--- config.mk ---
export PLATFORM = sky130hd
export DESIGN_NAME = spds_sequencer
export DESIGN_NICKNAME = d
export VERILOG_FILES = /design/src/hdl/spds_pkg.sv /design/src/hdl/spds_pin_if.sv /design/src/hdl/spds_pin_sync.sv /design/src/hdl/spds_sequencer.sv
export VERILOG_INCLUDE_DIRS = /design/src /design/src/hdl
export SDC_FILE = /design/constraint.sdc
export NUM_CORES = 1
export LEC_CHECK = 0
export ABC_AREA = 0
export BUFFER_PORTS_ARGS = -buffer_cell sky130_fd_sc_hd__buf_4
export CAP_MARGIN = 20
export CORE_MARGIN = 1.5
export CORE_UTILIZATION = 50
export DETAILED_ROUTE_END_ITERATION = 12
export PLACE_DENSITY = 0.7
export SYNTH_ARGS = -nofsm -noshare
export SYNTH_HDL_FRONTEND = slang
export SYNTH_HIERARCHICAL = 1
export SYNTH_SLANG_ARGS = --single-unit
--- constraint.sdc ---
create_clock -name clk_in -period 2.57 [get_ports clk_in]
set_input_delay 0.6425 -clock clk_in [delete_from_list [all_inputs] [get_ports clk_in]]
set_output_delay 0.6425 -clock clk_in [all_outputs]
set_load 0.02 [all_outputs]
--- src/hdl/spds_regs.svh ---
// Purpose: Timing counts and pin positions for the sensor power-down sequencer.
// Assumes: The sequencer clock runs at 100 MHz.
// Notes:   Definitions only; included by bare name.
`ifndef SPDS_REGS_SVH
`define SPDS_REGS_SVH

// Sequencer clock rate in MHz.
`define SPDS_CLK_MHZ        100
// Clock lane lingers in high speed after the data lanes stop (post plus trail).
`define SPDS_CLK_POST_NS    5000
// Least time, so it rounds up to whole cycles.
`define SPDS_CLK_POST_CYC   ((`SPDS_CLK_POST_NS * `SPDS_CLK_MHZ + 999) / 1000)
// Least sensor clock cycles from the last frame end to hard reset falling.
`define SPDS_RST_GAP_CYC    512
// Width of the cycle counters; must hold both counts above.
`define SPDS_CNT_W          10

// Bit positions of the synchronised pins.
`define SPDS_PIN_RSTN       0
`define SPDS_PIN_SHDN       1
`define SPDS_PIN_CSEL       2
`define SPDS_PIN_REFCLK     3
`define SPDS_PIN_XTAL       4
`define SPDS_PIN_COUNT      5

// Output enable positions of the pins that stay high impedance.
`define SPDS_OE_REFCLK      0
`define SPDS_OE_RSTN        1
`define SPDS_OE_SHDN        2
`define SPDS_OE_SCL         3
`define SPDS_OE_COUNT       4

`endif

--- src/hdl/spds_pkg.sv ---
// Purpose: Types shared by the sensor power-down sequencer.
// Assumes: Nothing beyond the header of constants.
// Notes:   Lane codes are plain enumeration values (HS 0, LP11 1, LP00 2), not the line pair levels.
`default_nettype none
package spds_pkg;

    typedef enum logic [2:0] {
        SPDS_STREAM    = 3'h0,
        SPDS_DRAIN     = 3'h1,
        SPDS_DATA_STOP = 3'h2,
        SPDS_STANDBY   = 3'h3,
        SPDS_RESET     = 3'h4
    } spds_state_e;

    typedef enum logic [1:0] {
        SPDS_LANE_HS   = 2'h0,
        SPDS_LANE_LP11 = 2'h1,
        SPDS_LANE_LP00 = 2'h2
    } spds_lane_e;

endpackage
`default_nettype wire

--- src/hdl/spds_pin_if.sv ---
// Purpose: Carries synchronised pin levels and their edges inside the sequencer.
// Assumes: One producer, the pin synchroniser.
// Notes:   Edge bits are one-cycle pulses.
`timescale 1ns/1ps
`default_nettype none
interface spds_pin_if #(
    parameter int WIDTH = 5
);
    logic [WIDTH-1:0] level;
    logic [WIDTH-1:0] rise;
    logic [WIDTH-1:0] fall;

    modport sync (output level, output rise, output fall);
    modport user (input level, input rise, input fall);
endinterface
`default_nettype wire

--- src/hdl/spds_pin_sync.sv ---
// Purpose: Two-flop synchroniser with edge detection for asynchronous pins.
// Assumes: Pins change slower than half the sampling clock.
// Notes:   Edges are taken after the second flop, never from the first.
`timescale 1ns/1ps
`default_nettype none
module spds_pin_sync #(
    parameter int WIDTH = 5
) (
    input  wire logic             clk_in,
    input  wire logic             rst_in,
    input  wire logic [WIDTH-1:0] pins_in,
    spds_pin_if.sync              pins
);
    if (WIDTH < 1) begin : g_bad_width
        $error("spds_pin_sync needs at least one pin");
    end

    logic [WIDTH-1:0] meta;
    logic [WIDTH-1:0] stable;
    logic [WIDTH-1:0] prev;

    always_ff @(posedge clk_in or posedge rst_in) begin
        if (rst_in) begin
            meta   <= '0;
            stable <= '0;
            prev   <= '0;
        end else begin
            meta   <= pins_in;
            stable <= meta;
            prev   <= stable;
        end
    end

    assign pins.level = stable;
    assign pins.rise  = stable & ~prev;
    assign pins.fall  = ~stable & prev;
endmodule
`default_nettype wire

--- src/hdl/spds_sequencer.sv ---
// Purpose: Streaming to standby sequencing of an image sensor's serial output lanes.
// Assumes: Power-down and stream requests arrive as one-cycle pulses from the control
//          port logic on clk_in; frame and drain status come from the output pipeline.
// Notes:   Reference clock and crystal are sampled, not used as clocks.
`timescale 1ns/1ps
`default_nettype none
`include "spds_regs.svh"

// Behaviour
// RQ1: Host's last command within one frame of end.
// RQ2: Host waits 512 sensor clocks before reset.
// RQ3: Power-down request starts the sequence.
// RQ4: Wait for frame end and drained data.
// RQ5: Data lanes go to LP11 when done.
// RQ6: Clock lane follows about 5 us later.
// RQ7: Lanes hold LP11 until restart or reset.
// RQ8: Select pin high external, low crystal.
// RQ9: External clock square, 12 to 50 MHz; the host model drives 6.25 MHz.
// RQ10: Host drives pins low or open when off.
// RQ11: Clock, reset, shutdown, bus pins stay undriven.
// RQ12: Reference clock pin always high impedance.
// RQ13: Host drops shutdown and clock after reset.
// RQ14: External core supply keeps shutdown low.
module spds_sequencer (
    input  wire logic       clk_in,
    input  wire logic       rst_in,
    input  wire logic       hard_reset_n_in,
    input  wire logic       regulator_shutdown_ctl_in,
    input  wire logic       clock_source_select_in,
    input  wire logic       ref_clock_pin_in,
    input  wire logic       xtal_clock_in,
    input  wire logic       power_down_req_in,
    input  wire logic       stream_start_in,
    input  wire logic       frame_active_in,
    input  wire logic       data_pending_in,
    input  wire logic       i2c_sda_drive_in,
    output var  logic [1:0] data_lane_out,
    output var  logic [1:0] clk_lane_out,
    output var  logic       streaming_out,
    output var  logic       standby_out,
    output var  logic       clock_source_ext_out,
    output var  logic       core_regulator_on_out,
    output var  logic [3:0] pin_oe_out,
    output var  logic       sda_oe_out,
    output var  logic       reset_early_out
);
    localparam int                 PINS      = `SPDS_PIN_COUNT;
    localparam int                 POST_CYC  = `SPDS_CLK_POST_CYC;
    localparam int                 GAP_CYC   = `SPDS_RST_GAP_CYC;
    localparam logic [`SPDS_CNT_W-1:0] POST_LAST = `SPDS_CNT_W'(`SPDS_CLK_POST_CYC - 1);
    localparam logic [`SPDS_CNT_W-1:0] GAP_MIN   = `SPDS_CNT_W'(`SPDS_RST_GAP_CYC);

    if (POST_CYC > (1 << `SPDS_CNT_W) || GAP_CYC >= (1 << `SPDS_CNT_W)) begin : g_bad_cnt
        $error("spds_sequencer counter too narrow for its timing counts");
    end

    spds_pin_if #(.WIDTH(PINS)) pin_bus ();

    spds_pin_sync #(.WIDTH(PINS)) u_pin_sync (
        .clk_in  (clk_in),
        .rst_in  (rst_in),
        .pins_in ({xtal_clock_in, ref_clock_pin_in, clock_source_select_in,
                   regulator_shutdown_ctl_in, hard_reset_n_in}),
        .pins    (pin_bus.sync)
    );

    spds_pkg::spds_state_e state;
    spds_pkg::spds_state_e next_state;
    logic [`SPDS_CNT_W-1:0] post_cnt;
    logic [`SPDS_CNT_W-1:0] gap_cnt;
    logic                   gap_armed;
    logic [1:0]             next_data_lane;
    logic [1:0]             next_clk_lane;

    wire hard_reset_n_s = pin_bus.level[`SPDS_PIN_RSTN];
    wire reset_fall     = pin_bus.fall[`SPDS_PIN_RSTN];
    wire ext_selected   = pin_bus.level[`SPDS_PIN_CSEL];
    // Sensor clock edges come from whichever source the select pin names.
    wire sensor_edge    = ext_selected ? pin_bus.rise[`SPDS_PIN_REFCLK]   // RQ8
                                       : pin_bus.rise[`SPDS_PIN_XTAL];
    // The frame has ended and the output interface holds none of its data.
    wire frame_done     = !frame_active_in && !data_pending_in;      // RQ4
    wire enter_stop     = (next_state == spds_pkg::SPDS_DATA_STOP) &&
                          (state != spds_pkg::SPDS_DATA_STOP);
    wire post_done      = (post_cnt == POST_LAST);
    wire gap_short      = gap_armed && (gap_cnt < GAP_MIN);
    wire restart        = (state == spds_pkg::SPDS_STANDBY) && stream_start_in &&
                          hard_reset_n_s;

    // A low hard reset pin overrides every state, so the lanes leave LP11 only then or on a restart from standby.
    always_comb begin
        next_state = state;
        if (!hard_reset_n_s) begin
            next_state = spds_pkg::SPDS_RESET;                        // RQ7
        end else begin
            case (state)
                spds_pkg::SPDS_STREAM: begin
                    if (power_down_req_in) begin
                        next_state = spds_pkg::SPDS_DRAIN;            // RQ3
                    end
                end
                spds_pkg::SPDS_DRAIN: begin
                    if (frame_done) begin
                        next_state = spds_pkg::SPDS_DATA_STOP;        // RQ4
                    end
                end
                spds_pkg::SPDS_DATA_STOP: begin
                    if (post_done) begin
                        next_state = spds_pkg::SPDS_STANDBY;          // RQ6
                    end
                end
                spds_pkg::SPDS_STANDBY: begin
                    if (stream_start_in) begin
                        next_state = spds_pkg::SPDS_STREAM;           // RQ7
                    end
                end
                spds_pkg::SPDS_RESET: begin
                    next_state = spds_pkg::SPDS_STANDBY;
                end
                default: begin
                    next_state = spds_pkg::SPDS_RESET;
                end
            endcase
        end
    end

    // Data lanes stop as soon as the drain ends; the clock lane keeps running
    // through the post and trail interval so the receiver can close the burst.
    assign next_data_lane = (next_state == spds_pkg::SPDS_RESET) ? spds_pkg::SPDS_LANE_LP00 :
                            (next_state == spds_pkg::SPDS_STREAM ||
                             next_state == spds_pkg::SPDS_DRAIN)  ? spds_pkg::SPDS_LANE_HS // RQ5
                                                                  : spds_pkg::SPDS_LANE_LP11;
    assign next_clk_lane  = (next_state == spds_pkg::SPDS_RESET)   ? spds_pkg::SPDS_LANE_LP00 :
                            (next_state == spds_pkg::SPDS_STANDBY) ? spds_pkg::SPDS_LANE_LP11
                                                                   : spds_pkg::SPDS_LANE_HS; // RQ6

    always_ff @(posedge clk_in or posedge rst_in) begin
        if (rst_in) begin
            state         <= spds_pkg::SPDS_RESET;
            data_lane_out <= spds_pkg::SPDS_LANE_LP00;
            clk_lane_out  <= spds_pkg::SPDS_LANE_LP00;
            streaming_out <= 1'b0;
            standby_out   <= 1'b0;
        end else begin
            state         <= next_state;
            data_lane_out <= next_data_lane;
            clk_lane_out  <= next_clk_lane;
            streaming_out <= (next_state == spds_pkg::SPDS_STREAM);
            standby_out   <= (next_state == spds_pkg::SPDS_STANDBY);
        end
    end

    always_ff @(posedge clk_in or posedge rst_in) begin
        if (rst_in) begin
            post_cnt <= '0;
        end else if (state == spds_pkg::SPDS_DATA_STOP && !post_done) begin
            post_cnt <= post_cnt + 1'b1;                              // RQ6
        end else begin
            post_cnt <= '0;
        end
    end

    // The host's reset gap is counted in sensor clocks from the last frame end.
    // A short gap is only reported; the device cannot refuse the reset pin.
    always_ff @(posedge clk_in or posedge rst_in) begin
        if (rst_in) begin
            gap_cnt   <= '0;
            gap_armed <= 1'b0;
        end else if (enter_stop) begin
            gap_cnt   <= '0;
            gap_armed <= 1'b1;
        end else if (reset_fall || restart) begin
            gap_armed <= 1'b0;
        end else if (sensor_edge && gap_cnt < GAP_MIN) begin
            gap_cnt   <= gap_cnt + 1'b1;                              // RQ2
        end
    end

    // The flag is set by the early edge and cleared by a restart; set wins.
    always_ff @(posedge clk_in or posedge rst_in) begin
        if (rst_in) begin
            reset_early_out <= 1'b0;
        end else if (reset_fall && gap_short) begin
            reset_early_out <= 1'b1;                                  // RQ2
        end else if (restart) begin
            reset_early_out <= 1'b0;
        end
    end

    // Reference clock, reset, shutdown and clock line are inputs only; the data
    // line is released whenever the part is held in reset.
    always_ff @(posedge clk_in or posedge rst_in) begin
        if (rst_in) begin
            clock_source_ext_out  <= 1'b0;
            core_regulator_on_out <= 1'b0;
            pin_oe_out            <= '0;
            sda_oe_out            <= 1'b0;
        end else begin
            clock_source_ext_out  <= ext_selected;                                  // RQ8
            core_regulator_on_out <= pin_bus.level[`SPDS_PIN_SHDN];                 // RQ14
            pin_oe_out            <= '0;                                            // RQ11 RQ12
            sda_oe_out            <= i2c_sda_drive_in && hard_reset_n_s;            // RQ11
        end
    end

    // Helper that counts how long the clock lane outlives the data lanes.
    logic [`SPDS_CNT_W-1:0] clk_wait;
    always_ff @(posedge clk_in or posedge rst_in) begin
        if (rst_in) begin
            clk_wait <= '0;
        end else if (data_lane_out == spds_pkg::SPDS_LANE_LP11 &&
                     clk_lane_out == spds_pkg::SPDS_LANE_HS) begin
            clk_wait <= clk_wait + 1'b1;
        end else begin
            clk_wait <= '0;
        end
    end
endmodule
`default_nettype wire

==> summary.txt, run 1 <==
Post-Synthesis Cells = 174
GPL Wtd Cong = 0.818
syn_area_per_cell = 11.5 µm²
Worst Hold Class = in2async
global-route wire length before repair = 5890 µm
CP Max Fanout = 13
Clock Tree Root = clkbuf_8
crit path launch type = register
M1 wire length = 1590 µm
Setup WS post-layout = 0.506 ns
antenna diode count = 0
input/output buffers = 21
Max Used Layer = met4
die height = 66.2 µm
fmax = 0.485 GHz
Critical Path RT = 2.79 ns
fin nets = 212
Yosys warnings = 6
vias in the first global route = 1389
Core Area = 0.00374 mm²
CTS buffer count = 5
crit path capture type = register
Die Area = 0.00438 mm²
GR Util All Layers = 17.8%
Clock Latency Late Sink = 0.30 ns
crit path kind = reg2reg
via count of the routed design = 1374
RSZ-0062 raised after global routing = no
Final ANT Viol Nets = 0
Sw Share = 31.8%
clock slew seen by the registers of the worst setup and hold paths = 0.09 ns
Tmin final = 2.06 ns
Critical Path Source = state[2]$_DFF_PP1_
internal power = 1.33 mW
Initial Util = 53.3%
R2R Path Start = state[2]$_DFF_PP1_
status = finished clean
r2r endpoint = gap_cnt[7]$_DFFE_PP0P_
total wire length = 3330 µm
CTS Sinks = 46
reg2reg setup slack = 0.51 ns
gr ovfl total = 0
register share of total power = 48.9%
R2R depth = 4
Setup Skew = 0.00881 ns
Slew Limit Fails = 0
# hold bufs at CTS = 0
IO Pins = 26
Std-Cell Rows = 22
layout cell share with drive strength beyond 1 = 23.1%
Critical Path Sink = gap_cnt[7]$_DFFE_PP0P_
Clock Tree Buf Depth = 2
max-cap viol count = 0
Switching Power = 0.620 mW
setup violators final = 0
Post-CTS Setup Repair Bufs = 0
HPWL Detailed = 2330 µm
Via density = 5.56
Fillers = 316
# H-tree levels = 2
pwr dens = 849 mW/mm²
DRT Pass-1 Iters = 4
Worst VDD drop = 0.457 mV
Die X-Extent = 66.2 µm
Hold Vio Cnt, Final = 0
DP Worst Slack = 0.337 ns
CTS tree = yes
clock network power share = 26.9%
wire length per cell = 13.5 µm
Met3 Routed Length = 128 µm
# DRC = 0
CTS resizes = 0
Initial DRC Count = 98
setup TNS = 0 ns
largest net degree at the start of global routing = 34
Post-Syn Area = 0.00200 mm²
Area Overhead vs Synth = 15.0%
Comb power frac = 24.2%
initial antenna violation count = 0
fin crit share = 80.3%
P_leak = 1.01 nW
CP arrival = 2.29 ns
met2 wire len = 1580 µm
## layer usage
metal	global-route usage, %	up-vias
met5	0	-
met4	7.65	0
met3	3.75	5
met2	28.4	35
met1	23.5	675
li1	-	659
## worst max-delay path, stage by stage, from the launching register on
cell and delay (ns):
dfstp_2 0.60, and4b_4 0.24, a211o_1 0.44, or4b_4 0.56, a22oi_2 0.15
## power by group through the flow
stage	Combinational, mW	Sequential [mW]	Clock [mW]
2_1_floorplan	0.312	0.971	0
3_3_place_gp	0.457	0.960	0
3_5_place_dp	0.473	0.966	0
4_1_cts	0.473	0.953	0.540
5_1_grt	0.523	0.976	0.570
6_report	0.472	0.954	0.525
## worst min-delay path by stage
stage | endpoint | slack [ns] | cells past startpoint
after floorplan | core_regulator_on_out$_DFF_PP0_ | 0.33 | 0
after global placement | u_pin_sync/pins.level[0]$_DFF_PP0_ | 0.33 | 0
after detailed placement | u_pin_sync/pins.level[4]$_DFF_PP0_ | 0.33 | 0
after CTS | u_pin_sync/pins.level[4]$_DFF_PP0_ | 0.35 | 0
after global routing | u_pin_sync/pins.level[4]$_DFF_PP0_ | 0.36 | 0
final | u_pin_sync/meta[1]$_DFF_PP0_ | 0.35 | 2
## flip-flops by register name, summed over array words and instances, names as in the netlist
register	count
sda_oe_out	1
gap_cnt	10
streaming_out	1
standby_out	1
gap_armed	1
u_pin_sync/meta	5
reset_early_out	1
core_regulator_on_out	1
clock_source_ext_out	1
post_cnt	10
state	3
u_pin_sync/prev	3
clk_lane_out	2
data_lane_out	1
u_pin_sync/pins.level	5
## stage by stage
step	hold slack (ns)	instances	power (mW)	area (µm²)	util [%]
finish	0.350	247	1.95	2300	61.4
floorplan	0.331	177	1.28	2010	-
global route	0.361	247	2.07	2300	61.4
global placement	0.332	239	1.42	2180	58.3
detailed placement	0.335	239	1.44	2180	58.3
CTS	0.354	247	1.97	2300	61.4
## final cells by class
type | instances | area [µm²] | area share, %
timing repair buffer | 25 | 188 | 8.17
tap | 48 | 60.1 | 2.61
inverter | 4 | 15.0 | 0.654
clock inverter | 3 | 45.0 | 1.96
clock buffer | 5 | 68.8 | 3.00
sequential | 46 | 1150 | 50.2
multi-input combinational | 116 | 767 | 33.4
## cell usage in the layout (no fill, tap or decap), types with 4 or more instances in the layout
master / instances
inv_1: 4
nand2_1: 10
xnor2_1: 5
nor2_1: 12
buf_4: 25
clkbuf_8: 5
nand2b_1: 5
nand3_1: 7
o21ai_0: 5
nor3_1: 7
xor2_1: 4
a21oi_1: 5
conb_1: 4
a22oi_1: 4
dfrtp_1: 44
No activity file was read; power rests on OpenSTA's default activity.
==> run 2: changes to the inputs <==
- clock period: 2.57 -> 2.09 ns (I/O delays scaled with it)
==> summary.txt, run 2 (synthesis gave the netlist of run 1 again) <==
initial antenna violation count = 0 (unchanged)
Top Registers = gap_cnt (10), post_cnt (10)
Critical Path RT = 2.31 ns (-0.48 ns)
post-route insts no fill = 250 (+1.2%)
fin nets = 215 (+1.4%)
Setup Skew = 0.00896 ns (+0.000156 ns)
fmax = 0.507 GHz (+4.6%)
Core Area = 0.00374 mm² (unchanged)
CP max stage delay = 0.54 ns (-0.06 ns)
GPL Wtd Cong = 0.794 (-2.9%)
DP Worst Slack = -0.0292 ns (-0.366 ns)
RSZ-0062 raised after global routing = no
Hold Vio Cnt, Final = 0 (unchanged)
crit path capture type = register
global-route wire length before repair = 6370 µm (+8.1%)
reg2reg setup slack = 0.12 ns (-0.39 ns)
total wire length = 3560 µm (+6.8%)
cell count after placement = 242 (+1.3%)
input/output buffers = 21 (unchanged)
Die Area = 0.00438 mm² (unchanged)
Worst Hold Class = in2async
CTS Sinks = 46 (unchanged)
largest net degree at the start of global routing = 21 (-38%)
Clock Latency Late Sink = 0.30 ns (about the same)
DP Area = 0.00223 mm² (+2.2%)
post-route design area = 0.00234 mm² (+2.1%)
CTS buffer count = 5 (unchanged)
die height = 66.2 µm (unchanged)
DRT Pass-1 Iters = 4 (unchanged)
Max-slew headroom = 58.1%
wire length per cell = 14.2 µm (+5.5%)
# DRC = 0 (unchanged)
Initial Util = 53.3% (unchanged)
gr ovfl total = 0 (unchanged)
CP Max Fanout = 13 (unchanged)
GR Util All Layers = 19.5% (+1.7 points)
Worst VDD drop = 0.526 mV (+15%)
Slew Limit Fails = 0 (unchanged)
vias in the first global route = 1403 (+1.0%)
HPWL Detailed = 2540 µm (+9.1%)
Clock Tree Buf Depth = 2 (unchanged)
Area Overhead vs Synth = 17.4%
crit path kind = reg2reg
CP Buf/Inv Count = 0 (unchanged)
fin crit share = 94.4% (+14 points)
# hold bufs at CTS = 0 (unchanged)
status = finished clean
max-cap viol count = 0 (unchanged)
Via density = 5.50 (-1.1%)
Clock Tree Root = clkbuf_8
antenna diode count = 0 (unchanged)
IO Pins = 26 (unchanged)
# H-tree levels = 2 (unchanged)
Initial DRC Count = 59 (-40%)
Setup WS post-layout = 0.117 ns (-0.389 ns)
clock slew seen by the registers of the worst setup and hold paths = 0.09 ns (about the same)
Std-Cell Rows = 22 (unchanged)
crit path cell chain = and4b_4, a211o_2, or4_1, a22oi_1
P_leak = 1.04 nW (+3.1%)
CP arrival = 2.19 ns (-0.10 ns)
slowest library cell on the worst path = dfstp_2
Tmin final = 1.97 ns (-0.0909 ns)
layout cell share with drive strength beyond 1 = 24.8% (+1.6 points)
Die X-Extent = 66.2 µm (unchanged)
Final ANT Viol Nets = 0 (unchanged)
crit path launch type = register
delay-heaviest family, CP = simple AND/OR/NAND/NOR gates
Tightest Pin Transition = 0.627 ns
via count of the routed design = 1375 (+0.073%)
CTS tree = yes
most common cell after layout, fill and taps aside = dfrtp_1
most frequent cells in the layout = dfrtp_1, buf_4, nor2_1
pwr dens = 1060 mW/mm² (+24%)
setup violators final = 0 (unchanged)
==> run 2: cell count changes in the layout (fill, tap and decap cells not counted) <==
cell | previous run | this run
a211o_2 | 0 | 1
buf_4 | 25 | 26
a211o_1 | 1 | 0
clkinvlp_4 | 2 | 0
buf_12 | 0 | 2
inv_6 | 0 | 1
clkinv_2 | 0 | 1
==> run 2: stage by stage <==
step / hold WS, ns / TNS, ns / power [mW] / utilization, %
CTS: 0.226 / 0 / 2.49 / 62.6
floorplan: 0.331 / 0 / 1.58 / -
global route: 0.254 / 0 / 2.62 / 62.6
finish: 0.222 / 0 / 2.48 / 62.6
global placement: 0.332 / 0 / 1.80 / 59.6
detailed placement: 0.340 / -0.0762 / 1.83 / 59.6
==> run 2: repair_timing <==
item                       in CTS  in global routing
setup endpoints to repair       0                  2
buffers inserted                0                  0
resized for setup               0                  1
==> run 2: power by group <==
part	internal, mW	switching (mW)	leakage (nW)
logic	0.289	0.364	0.393
registers	1.04	0.127	0.585
clock network	0.358	0.302	0.0585
==> run 2: per-layer routing <==
metal,vias to the layer above,track usage (%),wire length (µm)
li1,667,-,-
met1,665,25.2,1590
met2,36,31.6,1740
met3,7,4.26,165
met4,0,8.42,64
met5,-,0,0
==> run 2: area by class of cell <==
type,count,area [µm²]
fill,318,1400
sequential,46,1150
multi-input combinational,116,768
timing repair buffer,28,235
clock buffer,5,68.8
tap,48,60.1
clock inverter,3,43.8
inverter,4,15.0
==> run 2: worst paths after layout <==
check | start | end | depth (start not counted)
worst max-delay path | state[2]$_DFF_PP1_ | gap_cnt[8]$_DFFE_PP0P_ | 4
worst min-delay path | rst_in | u_pin_sync/prev[0]$_DFF_PP0_ | 2
worst max register to register | state[2]$_DFF_PP1_ | gap_cnt[8]$_DFFE_PP0P_ | 4
worst min register to register | u_pin_sync/meta[4]$_DFF_PP0_ | u_pin_sync/pins.level[4]$_DFF_PP0_ | 0
max in group asynchronous | rst_in | post_cnt[4]$_DFF_PP0_ | 3
min in group clk_in | xtal_clock_in | u_pin_sync/meta[4]$_DFF_PP0_ | 1
